`config.mk`:
```
export PLATFORM = sky130hd
export DESIGN_NAME = ssip_mst_flat
export DESIGN_NICKNAME = d
export VERILOG_FILES = /design/src/ssip_pkg.sv /design/src/ssip_if.sv /design/src/ssip_mst.sv /design/src/flat_wrapper.sv
export SDC_FILE = /design/constraint.sdc
export NUM_CORES = 1
export LEC_CHECK = 0
export BUFFER_PORTS_ARGS = -buffer_cell sky130_fd_sc_hd__buf_2
export CAP_MARGIN = 25
export CELL_PAD_IN_SITES_DETAIL_PLACEMENT = 0
export CELL_PAD_IN_SITES_GLOBAL_PLACEMENT = 1
export CORE_MARGIN = 2
export CORE_UTILIZATION = 40
export CTS_BUF_LIST = sky130_fd_sc_hd__clkbuf_4 sky130_fd_sc_hd__clkbuf_8
export CTS_CLUSTER_DIAMETER = 100
export DETAILED_ROUTE_END_ITERATION = 16
export PLACE_DENSITY_LB_ADDON = 0.15
export SYNTH_ARGS = -nofsm -noshare
export SYNTH_HDL_FRONTEND = slang
export SYNTH_SLANG_ARGS = --single-unit
```
`constraint.sdc`:
```
create_clock -name clk_sys -period 2.26 [get_ports clk_sys]
set_input_delay 0.339 -clock clk_sys [delete_from_list [all_inputs] [get_ports clk_sys]]
set_output_delay 0.339 -clock clk_sys [all_outputs]
set_load 0.01 [all_outputs]
```
`src/ssip_pkg.sv`:
```
// Behaviour
// - Idle link: clock high, data high.
// - First falling clock edge starts a word.
// - Bits leave on rising edges, MSB first.
// - An n-bit word takes n+1 rising edges.
// - Data low after last edge until ready.
// - Master holds clock high until data returns.
// - Position word refreshed per read-out, not continuously.
// - Master flags first word after long pause as stale.
// - Master clock between minimum and maximum rate.
// - Master limits read-outs per second.
// - Word length equals resolution, at most 13.
// - Default count rises with clockwise rotation.
package ssip_pkg;
  // System clock rate in hertz.
  localparam int unsigned CLK_HZ = 100_000_000;
  // Resolution and word length in bits.
  localparam int unsigned POS_W = 13;
  // Link clock limits in hertz.
  localparam int unsigned SCLK_MIN_HZ = 100_000;
  localparam int unsigned SCLK_MAX_HZ = 500_000;
  // Highest read-out rate per second.
  localparam int unsigned RATE_MAX_PER_S = 15_000;
  // Half period of the master clock at the highest rate, rounded up.
  localparam int unsigned HALF_CYC = (CLK_HZ + 2 * SCLK_MAX_HZ - 1) / (2 * SCLK_MAX_HZ);
  // Least spacing between two read-out starts, rounded up.
  localparam int unsigned GAP_CYC = (CLK_HZ + RATE_MAX_PER_S - 1) / RATE_MAX_PER_S;
  // Time the device keeps data low after a word, in microseconds.
  localparam int unsigned RDY_US = 20;
  localparam int unsigned RDY_CYC = RDY_US * (CLK_HZ / 1_000_000);
  // Idle time after which the next word counts as stale, in microseconds.
  localparam int unsigned STALE_US = 1000;
  localparam int unsigned STALE_CYC = STALE_US * (CLK_HZ / 1_000_000);
  // Level of both lines while idle.
  localparam logic IDLE_LVL = 1'b1;
  // Reset value of the link pin synchronisers.
  localparam logic [2:0] SYNC_RST = 3'h7;
endpackage : ssip_pkg

```
`src/ssip_if.sv`:
```
`timescale 1ns/10ps
`default_nettype none
// Serial link: clock from the master, data from the device.
interface ssip_if;
  logic sclk;
  logic sdata;
  modport dev (input sclk, output sdata);
  modport mst (output sclk, input sdata);
endinterface : ssip_if
`default_nettype wire

```
`src/ssip_mst.sv`:
```
`timescale 1ns/10ps
`default_nettype none
module ssip_mst #(
  parameter int unsigned POS_W = ssip_pkg::POS_W,
  parameter int unsigned HALF_CYC = ssip_pkg::HALF_CYC,
  parameter int unsigned GAP_CYC = ssip_pkg::GAP_CYC,
  parameter int unsigned STALE_CYC = ssip_pkg::STALE_CYC
) (
  input wire logic clk_sys, // System clock.
  input wire logic rstn, // Synchronous reset, active low.
  ssip_if.mst lnk, // Serial link.
  input wire logic rd_req, // One-cycle pulse asking for a word.
  output logic rd_busy, // High while a request is pending or running.
  output logic [POS_W-1:0] rd_word, // Last word received.
  output logic rd_valid, // One-cycle pulse with a new word.
  output logic rd_stale // Word follows a long pause; discard it.
);
  localparam int unsigned CW = $clog2(POS_W + 2);
  localparam int unsigned HW = $clog2(HALF_CYC + 1);
  localparam int unsigned GW = $clog2(GAP_CYC + 1);
  localparam int unsigned SW = $clog2(STALE_CYC + 1);
  localparam logic [CW-1:0] LAST_RISE = CW'(POS_W + 1);
  localparam logic [HW-1:0] HALF_END = HW'(HALF_CYC - 1);
  localparam logic [GW-1:0] GAP_END = GW'(GAP_CYC);
  localparam logic [SW-1:0] STALE_END = SW'(STALE_CYC);

  typedef enum logic [3:0] {
    M_IDLE = 4'b0001,
    M_LOW = 4'b0010,
    M_HIGH = 4'b0100,
    M_WAIT = 4'b1000
  } ssip_mst_e;

  ssip_mst_e st_r;
  ssip_mst_e st_nxt;
  logic [2:0] sync_r;
  logic [2:0] sync_nxt;
  logic busy_nxt;
  logic sd_r;
  logic sd_nxt;
  logic pend_r;
  logic pend_nxt;
  logic [HW-1:0] hc_r;
  logic [HW-1:0] hc_nxt;
  logic [CW-1:0] rise_r;
  logic [CW-1:0] rise_nxt;
  logic [GW-1:0] gap_r;
  logic [GW-1:0] gap_nxt;
  logic [SW-1:0] idle_r;
  logic [SW-1:0] idle_nxt;
  logic [POS_W-1:0] sh_r;
  logic [POS_W-1:0] sh_nxt;
  logic [POS_W-1:0] word_r;
  logic [POS_W-1:0] word_nxt;
  logic sclk_r;
  logic sclk_nxt;
  logic valid_r;
  logic valid_nxt;
  logic stale_r;
  logic stale_nxt;
  logic tick_w;
  logic start_w;

  // Half-period tick of the clock divider.
  assign tick_w = (hc_r == HALF_END);
  // A start needs a request, the rate gap elapsed and the data line back high.
  assign start_w = (st_r == M_IDLE) && pend_r && (gap_r == GAP_END) && sd_r;

  // Link clock generation, bit capture and bookkeeping.
  always_comb begin
    st_nxt = st_r;
    sync_nxt = {sync_r[1:0], lnk.sdata};
    sd_nxt = (sync_r[1] == sync_r[2]) ? sync_r[2] : sd_r;
    pend_nxt = rd_req | (pend_r & ~start_w);
    hc_nxt = tick_w ? '0 : hc_r + 1'b1;
    rise_nxt = rise_r;
    gap_nxt = (gap_r == GAP_END) ? gap_r : gap_r + 1'b1;
    idle_nxt = (idle_r == STALE_END) ? idle_r : idle_r + 1'b1;
    sh_nxt = sh_r;
    word_nxt = word_r;
    sclk_nxt = sclk_r;
    valid_nxt = 1'b0;
    stale_nxt = stale_r;
    case (st_r)
      M_IDLE: begin
        sclk_nxt = ssip_pkg::IDLE_LVL;
        hc_nxt = '0;
        if (start_w) begin
          sclk_nxt = 1'b0;
          rise_nxt = '0;
          gap_nxt = '0;
          st_nxt = M_LOW;
        end
      end
      M_LOW: begin
        if (tick_w) begin
          sclk_nxt = 1'b1;
          rise_nxt = rise_r + 1'b1;
          st_nxt = M_HIGH;
        end
      end
      // The bit is sampled at the end of the high half; the round trip needs a half of nine cycles or more.
      M_HIGH: begin
        if (tick_w) begin
          if (rise_r == LAST_RISE) begin
            st_nxt = M_WAIT;
          end else begin
            sh_nxt = {sh_r[POS_W-2:0], sd_r};
            sclk_nxt = 1'b0;
            st_nxt = M_LOW;
          end
        end
      end
      M_WAIT: begin
        hc_nxt = '0;
        if (sd_r) begin
          word_nxt = sh_r;
          valid_nxt = 1'b1;
          stale_nxt = (idle_r == STALE_END);
          idle_nxt = '0;
          st_nxt = M_IDLE;
        end
      end
      default: begin
        sclk_nxt = ssip_pkg::IDLE_LVL;
        st_nxt = M_IDLE;
      end
    endcase
    busy_nxt = pend_nxt | (st_nxt != M_IDLE);
  end

  // All master registers; the data pin passes three flops first.
  always_ff @(posedge clk_sys) begin
    if (!rstn) begin
      st_r <= M_IDLE;
      sync_r <= ssip_pkg::SYNC_RST;
      sd_r <= ssip_pkg::IDLE_LVL;
      pend_r <= 1'b0;
      hc_r <= '0;
      rise_r <= '0;
      gap_r <= GAP_END;
      idle_r <= STALE_END;
      sh_r <= '0;
      word_r <= '0;
      sclk_r <= ssip_pkg::IDLE_LVL;
      valid_r <= 1'b0;
      stale_r <= 1'b0;
      rd_busy <= 1'b0;
    end else begin
      st_r <= st_nxt;
      sync_r <= sync_nxt;
      sd_r <= sd_nxt;
      pend_r <= pend_nxt;
      hc_r <= hc_nxt;
      rise_r <= rise_nxt;
      gap_r <= gap_nxt;
      idle_r <= idle_nxt;
      sh_r <= sh_nxt;
      word_r <= word_nxt;
      sclk_r <= sclk_nxt;
      valid_r <= valid_nxt;
      stale_r <= stale_nxt;
      rd_busy <= busy_nxt;
    end
  end

  assign lnk.sclk = sclk_r;
  assign rd_word = word_r;
  assign rd_valid = valid_r;
  assign rd_stale = stale_r;
endmodule : ssip_mst
`default_nettype wire

```
`src/flat_wrapper.sv`:
```
// flat-port wrapper written by rule: the top's interface ports become plain ports
module ssip_mst_flat 
#(
  parameter int unsigned POS_W = ssip_pkg::POS_W,
  parameter int unsigned HALF_CYC = ssip_pkg::HALF_CYC,
  parameter int unsigned GAP_CYC = ssip_pkg::GAP_CYC,
  parameter int unsigned STALE_CYC = ssip_pkg::STALE_CYC
)
  (clk_sys, rstn, rd_req, rd_busy, rd_word, rd_valid, rd_stale, lnk_sclk, lnk_sdata);
  ssip_if lnk_i ();
  input wire logic clk_sys;
  input wire logic rstn;
  input wire logic rd_req;
  output logic rd_busy;
  output logic [POS_W-1:0] rd_word;
  output logic rd_valid;
  output logic rd_stale;
  output wire logic [$bits(lnk_i.sclk)-1:0] lnk_sclk;
  input wire logic [$bits(lnk_i.sdata)-1:0] lnk_sdata;
  assign lnk_sclk = lnk_i.sclk;
  assign lnk_i.sdata = lnk_sdata;
  ssip_mst #(.POS_W(POS_W), .HALF_CYC(HALF_CYC), .GAP_CYC(GAP_CYC), .STALE_CYC(STALE_CYC)) u_core (.clk_sys(clk_sys), .rstn(rstn), .lnk(lnk_i), .rd_req(rd_req), .rd_busy(rd_busy), .rd_word(rd_word), .rd_valid(rd_valid), .rd_stale(rd_stale));
endmodule
```
==> reports/metrics.cfg, run 1 <==
[run_status]
outcome = finished, final reports clean

[timing]
setup_violations = 0
fin_crit_sh_pct = 85.4
clock-skew-final_ns = 0.00900
fmax_mhz = 518
worst_slew_margin_pct = 70.6
hold_viol = 0
final.setup.tns_ns = 0
setup_repair_after_global_routing_missed_its_margin = false
finalWorstPathRequiredPeriod_ns = 1.93
final_max_slew_viol_count = 0
tightestPinTransition_ns = 0.438

[detailed_routing]
wl_per_cell_um = 11.8
remaining_drc_errors = 0
routed_via_density = 4.77
ant_nets = 0
detail_route.wirelength_mm = 5.93
count_of_tritonroute_iterations_in_the_first_routing_pass = 4
dr.first_iter.drc_count = 88
via_count_of_the_routed_design = 2404

[die]
coreArea_sq_mm = 0.00813
floorplan.initialDensity_pct = 40.8
dieHeight_um = 95.1
die_area_sq_mm = 0.00904
pin_count = 21
placement_rows = 33
chipWidth_um = 95.1

[yosys]
synth.cells.most_frequent = sky130_fd_sc_hd__dfxtp_1, sky130_fd_sc_hd__nor2_1, sky130_fd_sc_hd__nand2_1, sky130_fd_sc_hd__xor2_1
synthDominantAreaCellType = sky130_fd_sc_hd__dfxtp_1
synth_xor_xnor_area_share_pct = 8.19
synth_sequential_area_ratio_pct = 48.3
synthSimpleGateAreaFrac_pct = 28.1
synth_area_per_cell_sq_um = 9.06
yosysWarnings = 0
synth_area_sq_mm = 0.00332
yosys.area_share.adder_pct = 2.26
yosysMostFrequentCell = sky130_fd_sc_hd__dfxtp_1
synth.area.top_cells = sky130_fd_sc_hd__dfxtp_1, sky130_fd_sc_hd__nor2_1, sky130_fd_sc_hd__xor2_1
synth_top_family_by_area = simple AND/OR/NAND/NOR gates
synthesis.instances = 366
edff_count_synth = 0
ys_dominant_reg_cell = sky130_fd_sc_hd__dfxtp_1
synth-async-reset-ratio_pct = 0
synth_mux_area_share_pct = 4.22
synth_top_area_share_pct = 48.3
synth-compound-area-share_pct = 6.56
synth.net_count = 376
ys_seq_elements = 80
yosys.cell_types.count = 48

[cts]
cts_buffer_depth = 2
clock_transition_at_the_registers_of_the_reported_paths_ns = 0.08
cts_inserted_buffers = 9
clock_tree_from_tritoncts = done
cts-hold-fix-buffers = 0
post-cts-setup-buffers = 0
clock_latency_ns = 0.34
post_cts_resized = 0
numClockSinks = 80
cts.htree.levels = 3
cts_root_buf = sky130_fd_sc_hd__clkbuf_8

[global_routing]
initial_antenna_violation_count = 0
grt_max_degree = 36
global_route.overflow_total = 0
wire_length_of_the_first_global_routing_pass_mm = 10.4
number_of_global_route_vias_before_repair = 2324
grt.total_usage_pct = 14.6

[power_and_ir_drop]
vdd_ir_max_mv = 0.365
power.static_leakage_uw = 0.00140
power_density_mw_per_mm2 = 840

[critical_path]
setup.worst_path.start_class = flop
worst-endpoint-arrival_ns = 2.15
crit_path_max_fanout = 9
crit_path_end_kind = flop
worst-setup-path-type = reg2reg
crit_required_ns = 2.48

[layout]
antenna-diode-count = 0
final_cell_count_without_fillers = 504
design.final.nets = 404
fraction_of_final_layout_cells_sized_beyond_drive_strength_1_pct = 13.3
area.growth.synth_to_final_pct = 13.1

[place]
gp_congestion = 0.785
buffer_ports.inserted = 20
detailed_place_hpwl_mm = 4.08
post-place-cells = 488

[run]
maxCapViolations = 0

[min_path]
hold_class = in2reg

flip-flops by register name (all words and copies together) (netlist names):
| signal | cells |
|---|---|
| u_core.gap_r | 13 |
| u_core.hc_r | 7 |
| u_core.idle_r | 17 |
| u_core.lnk.sclk | 1 |
| u_core.pend_r | 1 |
| u_core.rd_busy | 1 |
| u_core.rd_stale | 1 |
| u_core.rd_valid | 1 |
| u_core.rd_word | 13 |
| u_core.rise_r | 4 |
| u_core.sd_r | 1 |
| u_core.sh_r | 13 |
| u_core.st_r | 4 |
| u_core.sync_r | 3 |
final cells by class:
cell class / count / area, sq um
clock buffer: 10 / 131
sequential: 80 / 1600
timing repair buffer: 28 / 160
inverter: 6 / 22.5
multi-input combinational: 269 / 1640
clock inverter: 6 / 67.6
tap: 105 / 131
fill: 784 / 4380
critical path, stage by stage, from the launching register on:
cell                       delay [ns]
sky130_fd_sc_hd__dfxtp_1         0.40
sky130_fd_sc_hd__or4b_1          0.59
sky130_fd_sc_hd__or2_1           0.31
sky130_fd_sc_hd__nand2b_4        0.19
sky130_fd_sc_hd__a21oi_1         0.22
sky130_fd_sc_hd__a31oi_1         0.10
layout by cell type (no fill, tap or decap), types with 2 or more instances in the layout:
cell type	instances
sky130_fd_sc_hd__xnor2_1	10
sky130_fd_sc_hd__nand2b_1	7
sky130_fd_sc_hd__and2_1	3
sky130_fd_sc_hd__dfxtp_1	80
sky130_fd_sc_hd__buf_2	20
sky130_fd_sc_hd__a21oi_1	19
sky130_fd_sc_hd__buf_4	8
sky130_fd_sc_hd__nand3b_1	2
sky130_fd_sc_hd__nor2b_1	4
sky130_fd_sc_hd__and4_1	4
sky130_fd_sc_hd__o211ai_1	2
sky130_fd_sc_hd__nor2_1	55
sky130_fd_sc_hd__nand4_1	5
sky130_fd_sc_hd__and3_1	6
sky130_fd_sc_hd__nand4b_1	2
sky130_fd_sc_hd__clkinvlp_4	2
sky130_fd_sc_hd__o21ai_0	13
sky130_fd_sc_hd__nor3_1	6
sky130_fd_sc_hd__a31oi_1	2
sky130_fd_sc_hd__nand2_1	46
sky130_fd_sc_hd__inv_1	5
sky130_fd_sc_hd__or2_1	2
sky130_fd_sc_hd__nand3_1	19
sky130_fd_sc_hd__clkbuf_8	9
sky130_fd_sc_hd__or4b_1	2
sky130_fd_sc_hd__mux2i_1	14
sky130_fd_sc_hd__ha_1	6
sky130_fd_sc_hd__xor2_1	21
report_power, final:
part,internal [uW],switching (uW)
Clock,527,523
Sequential,1500,99.3
Combinational,244,260
Total,2270,882
worst paths after layout:
path | start | to | slack [ns] | cells past startpoint
hold / removal | lnk_sdata | u_core.sync_r[0]$_SDFF_PN1_ | 0.18 | 2
setup reg to reg | u_core.st_r[1]$_SDFF_PN0_ | u_core.rd_busy$_SDFF_PN0_ | 0.33 | 5
setup / recovery | u_core.st_r[1]$_SDFF_PN0_ | u_core.rd_busy$_SDFF_PN0_ | 0.33 | 5
hold reg to reg | u_core.sync_r[0]$_SDFF_PN1_ | u_core.sync_r[1]$_SDFF_PN1_ | 0.42 | 1
kinds of logic (layout without fill, tap and decap cells):
logic type / count (synthesis) / count (layout)
adders and majority gates: 6 / 6
muxes: 14 / 14
xor gates and xnor gates: 31 / 31
buffers and inverters: 17 / 50
AOI/OAI and AO/OA: 40 / 40
and+or+nand+nor: 178 / 178
DFF: 80 / 80
through the flow:
step	util (%)	hold WS, ns	setup slack [ns]	power, uW	instance area, sq um
CTS	46.1	0.160	0.317	3210	3750
floorplan	-	0.386	0.432	2020	3320
global route	46.1	0.168	0.191	3350	3750
global placement	43.7	0.406	0.374	2150	3550
detailed placement	43.7	0.399	0.330	2150	3550
finish	46.1	0.176	0.329	3150	3750
metal layers:
metal  share of wire [%]  global-route usage, %  up-vias
met5                   0                      0        -
met4                 1.9                   6.88        0
met3                 2.1                   3.40        9
met2                  43                   22.4       17
met1                  53                   19.4     1080
li1                    -                      -     1298
Power figures use the tool's default switching activity.
==> inputs of run 2 (changes only) <==
==> constraint.sdc (replaced) <==
create_clock -name clk_sys -period 2.2 [get_ports clk_sys]
set_input_delay 0.33 -clock clk_sys [delete_from_list [all_inputs] [get_ports clk_sys]]
set_output_delay 0.33 -clock clk_sys [all_outputs]
set_load 0.01 [all_outputs]
==> run 2 against run 1 <==
  * Hold slack gained 0.0031 ns
  * First-iteration DRC count decreased by 27%
  * Critical path type unchanged
  * Final cell count rose by 0.40%
  * Via count grew 2.8%
  * Flip-flop and latch count is the same
  * Sequential share of layout area is 0.35 points lower
  * Largest cell class unchanged
  * Sequential power grew 3%
==> reports/metrics.cfg, run 2 (same netlist as run 1, synthesis figures left out) <==
[timing]
finalWorstPathRequiredPeriod_ns = 1.92
setup_repair_after_global_routing_missed_its_margin = false
fin_crit_sh_pct = 87.1
tightestPinTransition_ns = 0.451
clock-skew-final_ns = 0.0119
final_max_slew_viol_count = 0
worst_hold_slack_ns = 0.179
final.setup.tns_ns = 0
fmax_mhz = 522
postLayoutSetupSlackWorst_ns = 0.284
worst_slew_margin_pct = 69.7
setup_violations = 0
hold_viol = 0

[die]
dieHeight_um = 95.1
placement_rows = 33
coreArea_sq_mm = 0.00813
pin_count = 21
floorplan.initialDensity_pct = 40.8
die_area_sq_mm = 0.00904
chipWidth_um = 95.1

[layout]
final_common_cell = sky130_fd_sc_hd__dfxtp_1
largest-register = u_core.idle_r
flip_flop_count_of_the_largest_register_after_layout = 17
final_cell_count_without_fillers = 506
antenna-diode-count = 0
fraction_of_final_layout_cells_sized_beyond_drive_strength_1_pct = 13.7
design.final.nets = 406
area.growth.synth_to_final_pct = 14.1
layout_common_cells = sky130_fd_sc_hd__dfxtp_1, sky130_fd_sc_hd__nor2_1, sky130_fd_sc_hd__nand2_1

[critical_path]
r2r.worst_path.cells = 5
critical_path.cell_chain = or4b_1 > or2_1 > nor2b_4 > o22ai_1 > or2_1
worst-setup-path-type = reg2reg
crit_buf_inv = 0
crit_path_max_fanout = 9
critPathTopFamily = simple AND/OR/NAND/NOR gates
worst-endpoint-arrival_ns = 2.15
path_common_cell = sky130_fd_sc_hd__or2_1
setup.worst_path.start_class = flop
max_stage_delay_ns = 0.58
crit_required_ns = 2.43
critPathSlowestCell = sky130_fd_sc_hd__or4b_1
crit_path_end_kind = flop
path_depth = 5

[place]
gp_congestion = 0.773
post-place-cells = 490
detailed_place_hpwl_mm = 4.12
buffer_ports.inserted = 20
dp_slack_ns = 0.263

[detailed_routing]
routed_via_density = 4.88
dr.first_iter.drc_count = 64
remaining_drc_errors = 0
detail_route.wirelength_mm = 6.07
via_count_of_the_routed_design = 2471
count_of_tritonroute_iterations_in_the_first_routing_pass = 4
ant_nets = 0
wl_per_cell_um = 12.0

[cts]
cts_buffer_depth = 2
clock_tree_from_tritoncts = done
numClockSinks = 80
post_cts_resized = 0
clock_transition_at_the_registers_of_the_reported_paths_ns = 0.08
clock_latency_ns = 0.35
cts.htree.levels = 3
cts_root_buf = sky130_fd_sc_hd__clkbuf_8
cts_inserted_buffers = 9
cts-hold-fix-buffers = 0
post-cts-setup-buffers = 0

[global_routing]
initial_antenna_violation_count = 0
use_met3_pct = 3.64
grt_max_degree = 36
globalRoute.busiestLayer = met2
grt.met1_usage_pct = 19.7
globalRouteMet2Util_pct = 23.0
grt.total_usage_pct = 14.9
number_of_global_route_vias_before_repair = 2314
wire_length_of_the_first_global_routing_pass_mm = 10.5
global_route.overflow_total = 0

[power_and_ir_drop]
total_power_uw = 3340
clock_power_share_pct = 35.1
power.combinational.fraction_pct = 15.5
power.static_leakage_uw = 0.00142
power_density_mw_per_mm2 = 882
p_switching_uw = 894
power.sequential.fraction_pct = 49.5
power.switching_fraction_pct = 26.8
internal_dissipation_uw = 2440
vdd_ir_max_mv = 0.369

[run_status]
outcome = finished, final reports clean

[min_path]
min_delay_path_depth = 2
hold_class = in2reg

[run]
maxCapViolations = 0

run 2: cell types whose count changed in the layout (fill, tap and decap cells not counted):
cell	previous run	this run
sky130_fd_sc_hd__clkinv_2	1	3
sky130_fd_sc_hd__clkinvlp_4	2	0
sky130_fd_sc_hd__bufinv_16	1	2
sky130_fd_sc_hd__inv_6	1	0
sky130_fd_sc_hd__buf_4	8	10
run 2: cell type report:
type                    instances  area [sq um]
flip-flops and latches         80          1600
repair buffers                 30           175
inverters                       6          22.5
multi-input cells             269          1640
well taps                     105           131
clock inverters                 6          83.8
fillers                       790          4350
clock buffers                  10           131
run 2: power groups by stage:
stage	clock [uW]	sequential (uW)	combinational, uW
floorplan	0	1650	422
global placement	0	1680	525
detailed placement	0	1680	529
CTS	1210	1650	530
global route	1270	1670	600
finish	1170	1650	516
run 2: path summary, 6_finish.rpt:
path	startpoint	end	slack, ns
max reg2reg	u_core.st_r[1]$_SDFF_PN0_	u_core.st_r[0]$_SDFF_PN1_	0.28
max	u_core.st_r[1]$_SDFF_PN0_	u_core.st_r[0]$_SDFF_PN1_	0.28
min	lnk_sdata	u_core.sync_r[0]$_SDFF_PN1_	0.18
min reg2reg	u_core.sync_r[0]$_SDFF_PN1_	u_core.sync_r[1]$_SDFF_PN1_	0.42
run 2: stage by stage:
| step | util [%] | cell area, sq um |
|---|---|---|
| finish | 46.5 | 3780 |
| floorplan | - | 3320 |
| global placement | 43.9 | 3570 |
| CTS | 46.5 | 3780 |
| global route | 46.5 | 3780 |
| detailed placement | 43.9 | 3570 |
run 2: layer usage:
layer | share of wire [%] | up-vias | routed length, um
met2 | 44 | 23 | 2690
met3 | 3.2 | 9 | 196
met4 | 1.7 | 0 | 102
li1 | - | 1301 | -
met1 | 51 | 1138 | 3080
met5 | 0 | - | 0
==> inputs of run 3 (changes only) <==
--- a/config.mk
+++ b/config.mk
@@ -9,10 +9,10 @@
 export CAP_MARGIN = 25
 export CELL_PAD_IN_SITES_DETAIL_PLACEMENT = 0
 export CELL_PAD_IN_SITES_GLOBAL_PLACEMENT = 1
-export CORE_MARGIN = 2
+export CORE_MARGIN = 3
 export CORE_UTILIZATION = 40
 export CTS_BUF_LIST = sky130_fd_sc_hd__clkbuf_4 sky130_fd_sc_hd__clkbuf_8
-export CTS_CLUSTER_DIAMETER = 100
+export CTS_CLUSTER_DIAMETER = 60
 export DETAILED_ROUTE_END_ITERATION = 16
 export PLACE_DENSITY_LB_ADDON = 0.15
 export SYNTH_ARGS = -nofsm -noshare
==> run 3 against run 2 <==
  * Register-to-register slack about the same
  * First-iteration DRC count up 6.3%
  * Count of clock-buffer cells in the layout unchanged
  * Routed wire length decreased by 1.6%
  * Combinational power grew 1%
  * Sequential share of layout area rose by 0.23 points
  * Critical path depth stayed put
  * Clock skew fell by 0.0040 ns
  * Final cell count is 0.79% lower
  * Total power down 1.8%
  * Global-route usage down 1.7 points
  * Non-clock buffer count fell by 1
  * Critical endpoint unchanged
  * Largest cell class unchanged
==> reports/metrics.cfg, run 3 (same netlist as run 1, synthesis figures left out) <==
[layout]
final_common_cell = sky130_fd_sc_hd__dfxtp_1
antenna-diode-count = 0
fraction_of_final_layout_cells_sized_beyond_drive_strength_1_pct = 13.5
layout_common_cells = sky130_fd_sc_hd__dfxtp_1, sky130_fd_sc_hd__nor2_1, sky130_fd_sc_hd__nand2_1
stdcell_area_sq_mm = 0.00376
design.final.nets = 405
area.growth.synth_to_final_pct = 13.5
flip_flop_count_of_the_largest_register_after_layout = 17
largest-register = u_core.idle_r

[cts]
cts_buffer_depth = 2
post_cts_resized = 0
clock_latency_ns = 0.35
cts_root_buf = sky130_fd_sc_hd__clkbuf_8
numClockSinks = 80
clock_transition_at_the_registers_of_the_reported_paths_ns = 0.08
post-cts-setup-buffers = 0
cts-hold-fix-buffers = 0
cts_inserted_buffers = 9
cts.htree.levels = 3
clock_tree_from_tritoncts = done

[die]
coreArea_sq_mm = 0.00789
pin_count = 21
chipWidth_um = 97.1
placement_rows = 32
floorplan.initialDensity_pct = 42.1
dieHeight_um = 97.1
die_area_sq_mm = 0.00942

[power_and_ir_drop]
power.static_leakage_uw = 0.00141
vdd_ir_max_mv = 0.377
power_density_mw_per_mm2 = 870
total_power_uw = 3270

[timing]
final.setup.tns_ns = 0
fin_crit_sh_pct = 87.3
worst_hold_slack_ns = 0.166
worst_slew_margin_pct = 68.8
setup_repair_after_global_routing_missed_its_margin = false
finalWorstPathRequiredPeriod_ns = 1.92
final_max_slew_viol_count = 0
tightestPinTransition_ns = 0.465
clock-skew-final_ns = 0.00799
fmax_mhz = 520
hold_viol = 0
setup_violations = 0

[global_routing]
grt_max_degree = 31
wire_length_of_the_first_global_routing_pass_mm = 10.3
global_route.overflow_total = 0
grt.total_usage_pct = 13.2
number_of_global_route_vias_before_repair = 2263
initial_antenna_violation_count = 0

[detailed_routing]
remaining_drc_errors = 0
count_of_tritonroute_iterations_in_the_first_routing_pass = 4
m1WireLength_mm = 3.24
routed-wl-met3_um = 152
routed_via_density = 4.82
via_count_of_the_routed_design = 2418
detail_route.wirelength_mm = 5.97
wl_per_cell_um = 11.9
dr.first_iter.drc_count = 68
ant_nets = 0
routed.top_layer = met4
met2_length_mm = 2.52

[critical_path]
worst-setup-path-type = reg2reg
worst-endpoint-arrival_ns = 2.17
crit_required_ns = 2.44
crit_path_end_kind = flop
setup.worst_path.start_class = flop
crit_path_max_fanout = 9

[place]
gp_congestion = 0.774
placement.cell_area_sq_mm = 0.00356
detailed_place_hpwl_mm = 4.06
buffer_ports.inserted = 20

[min_path]
hold_class = in2reg

[run]
maxCapViolations = 0

[run_status]
outcome = finished, final reports clean

## run 3: path summary, 6_finish.rpt
path	end	slack, ns	cells after the start	start
hold reg to reg	u_core.sync_r[1]$_SDFF_PN1_	0.41	1	u_core.sync_r[0]$_SDFF_PN1_
setup / recovery	u_core.st_r[0]$_SDFF_PN1_	0.28	5	u_core.st_r[1]$_SDFF_PN0_
hold / removal	u_core.sync_r[0]$_SDFF_PN1_	0.17	2	lnk_sdata
setup reg to reg	u_core.st_r[0]$_SDFF_PN1_	0.28	5	u_core.st_r[1]$_SDFF_PN0_
## run 3: power by group
group          total, uW  leakage [uW]  internal [uW]  switching, uW
combinational        522      0.000657            251            271
sequential          1650      0.000648           1540            106
clock               1100      0.000102            559            545
total               3270       0.00141           2350            922
## run 3: critical path, cell delays in order, from the launching register on
cell,delay [ns]
sky130_fd_sc_hd__dfxtp_1,0.41
sky130_fd_sc_hd__or4b_1,0.58
sky130_fd_sc_hd__or2_1,0.30
sky130_fd_sc_hd__nor2b_4,0.19
sky130_fd_sc_hd__o22ai_1,0.11
sky130_fd_sc_hd__or2_1,0.23
## run 3: cell type report
cell class / count / area [sq um]
multi-input combinational: 269 / 1640
inverter: 6 / 22.5
tap: 102 / 128
sequential: 80 / 1600
clock inverter: 6 / 68.8
timing repair buffer: 29 / 168
clock buffer: 10 / 138
fill: 768 / 4120
## run 3: metrics by stage
step / worst slack [ns] / util, % / std cells
after floorplan: 0.372 / - / 366
after detailed placement: 0.288 / 45.1 / 486
after global routing: 0.130 / 47.7 / 502
after CTS: 0.282 / 47.7 / 502
after global placement: 0.333 / 45.1 / 486
final: 0.279 / 47.7 / 502
## run 3: routing by layer
metal,up-vias,track usage [%]
met5,-,0
met4,0,5.18
met3,5,4.09
met2,21,19.2
met1,1094,18.2
li1,1298,-
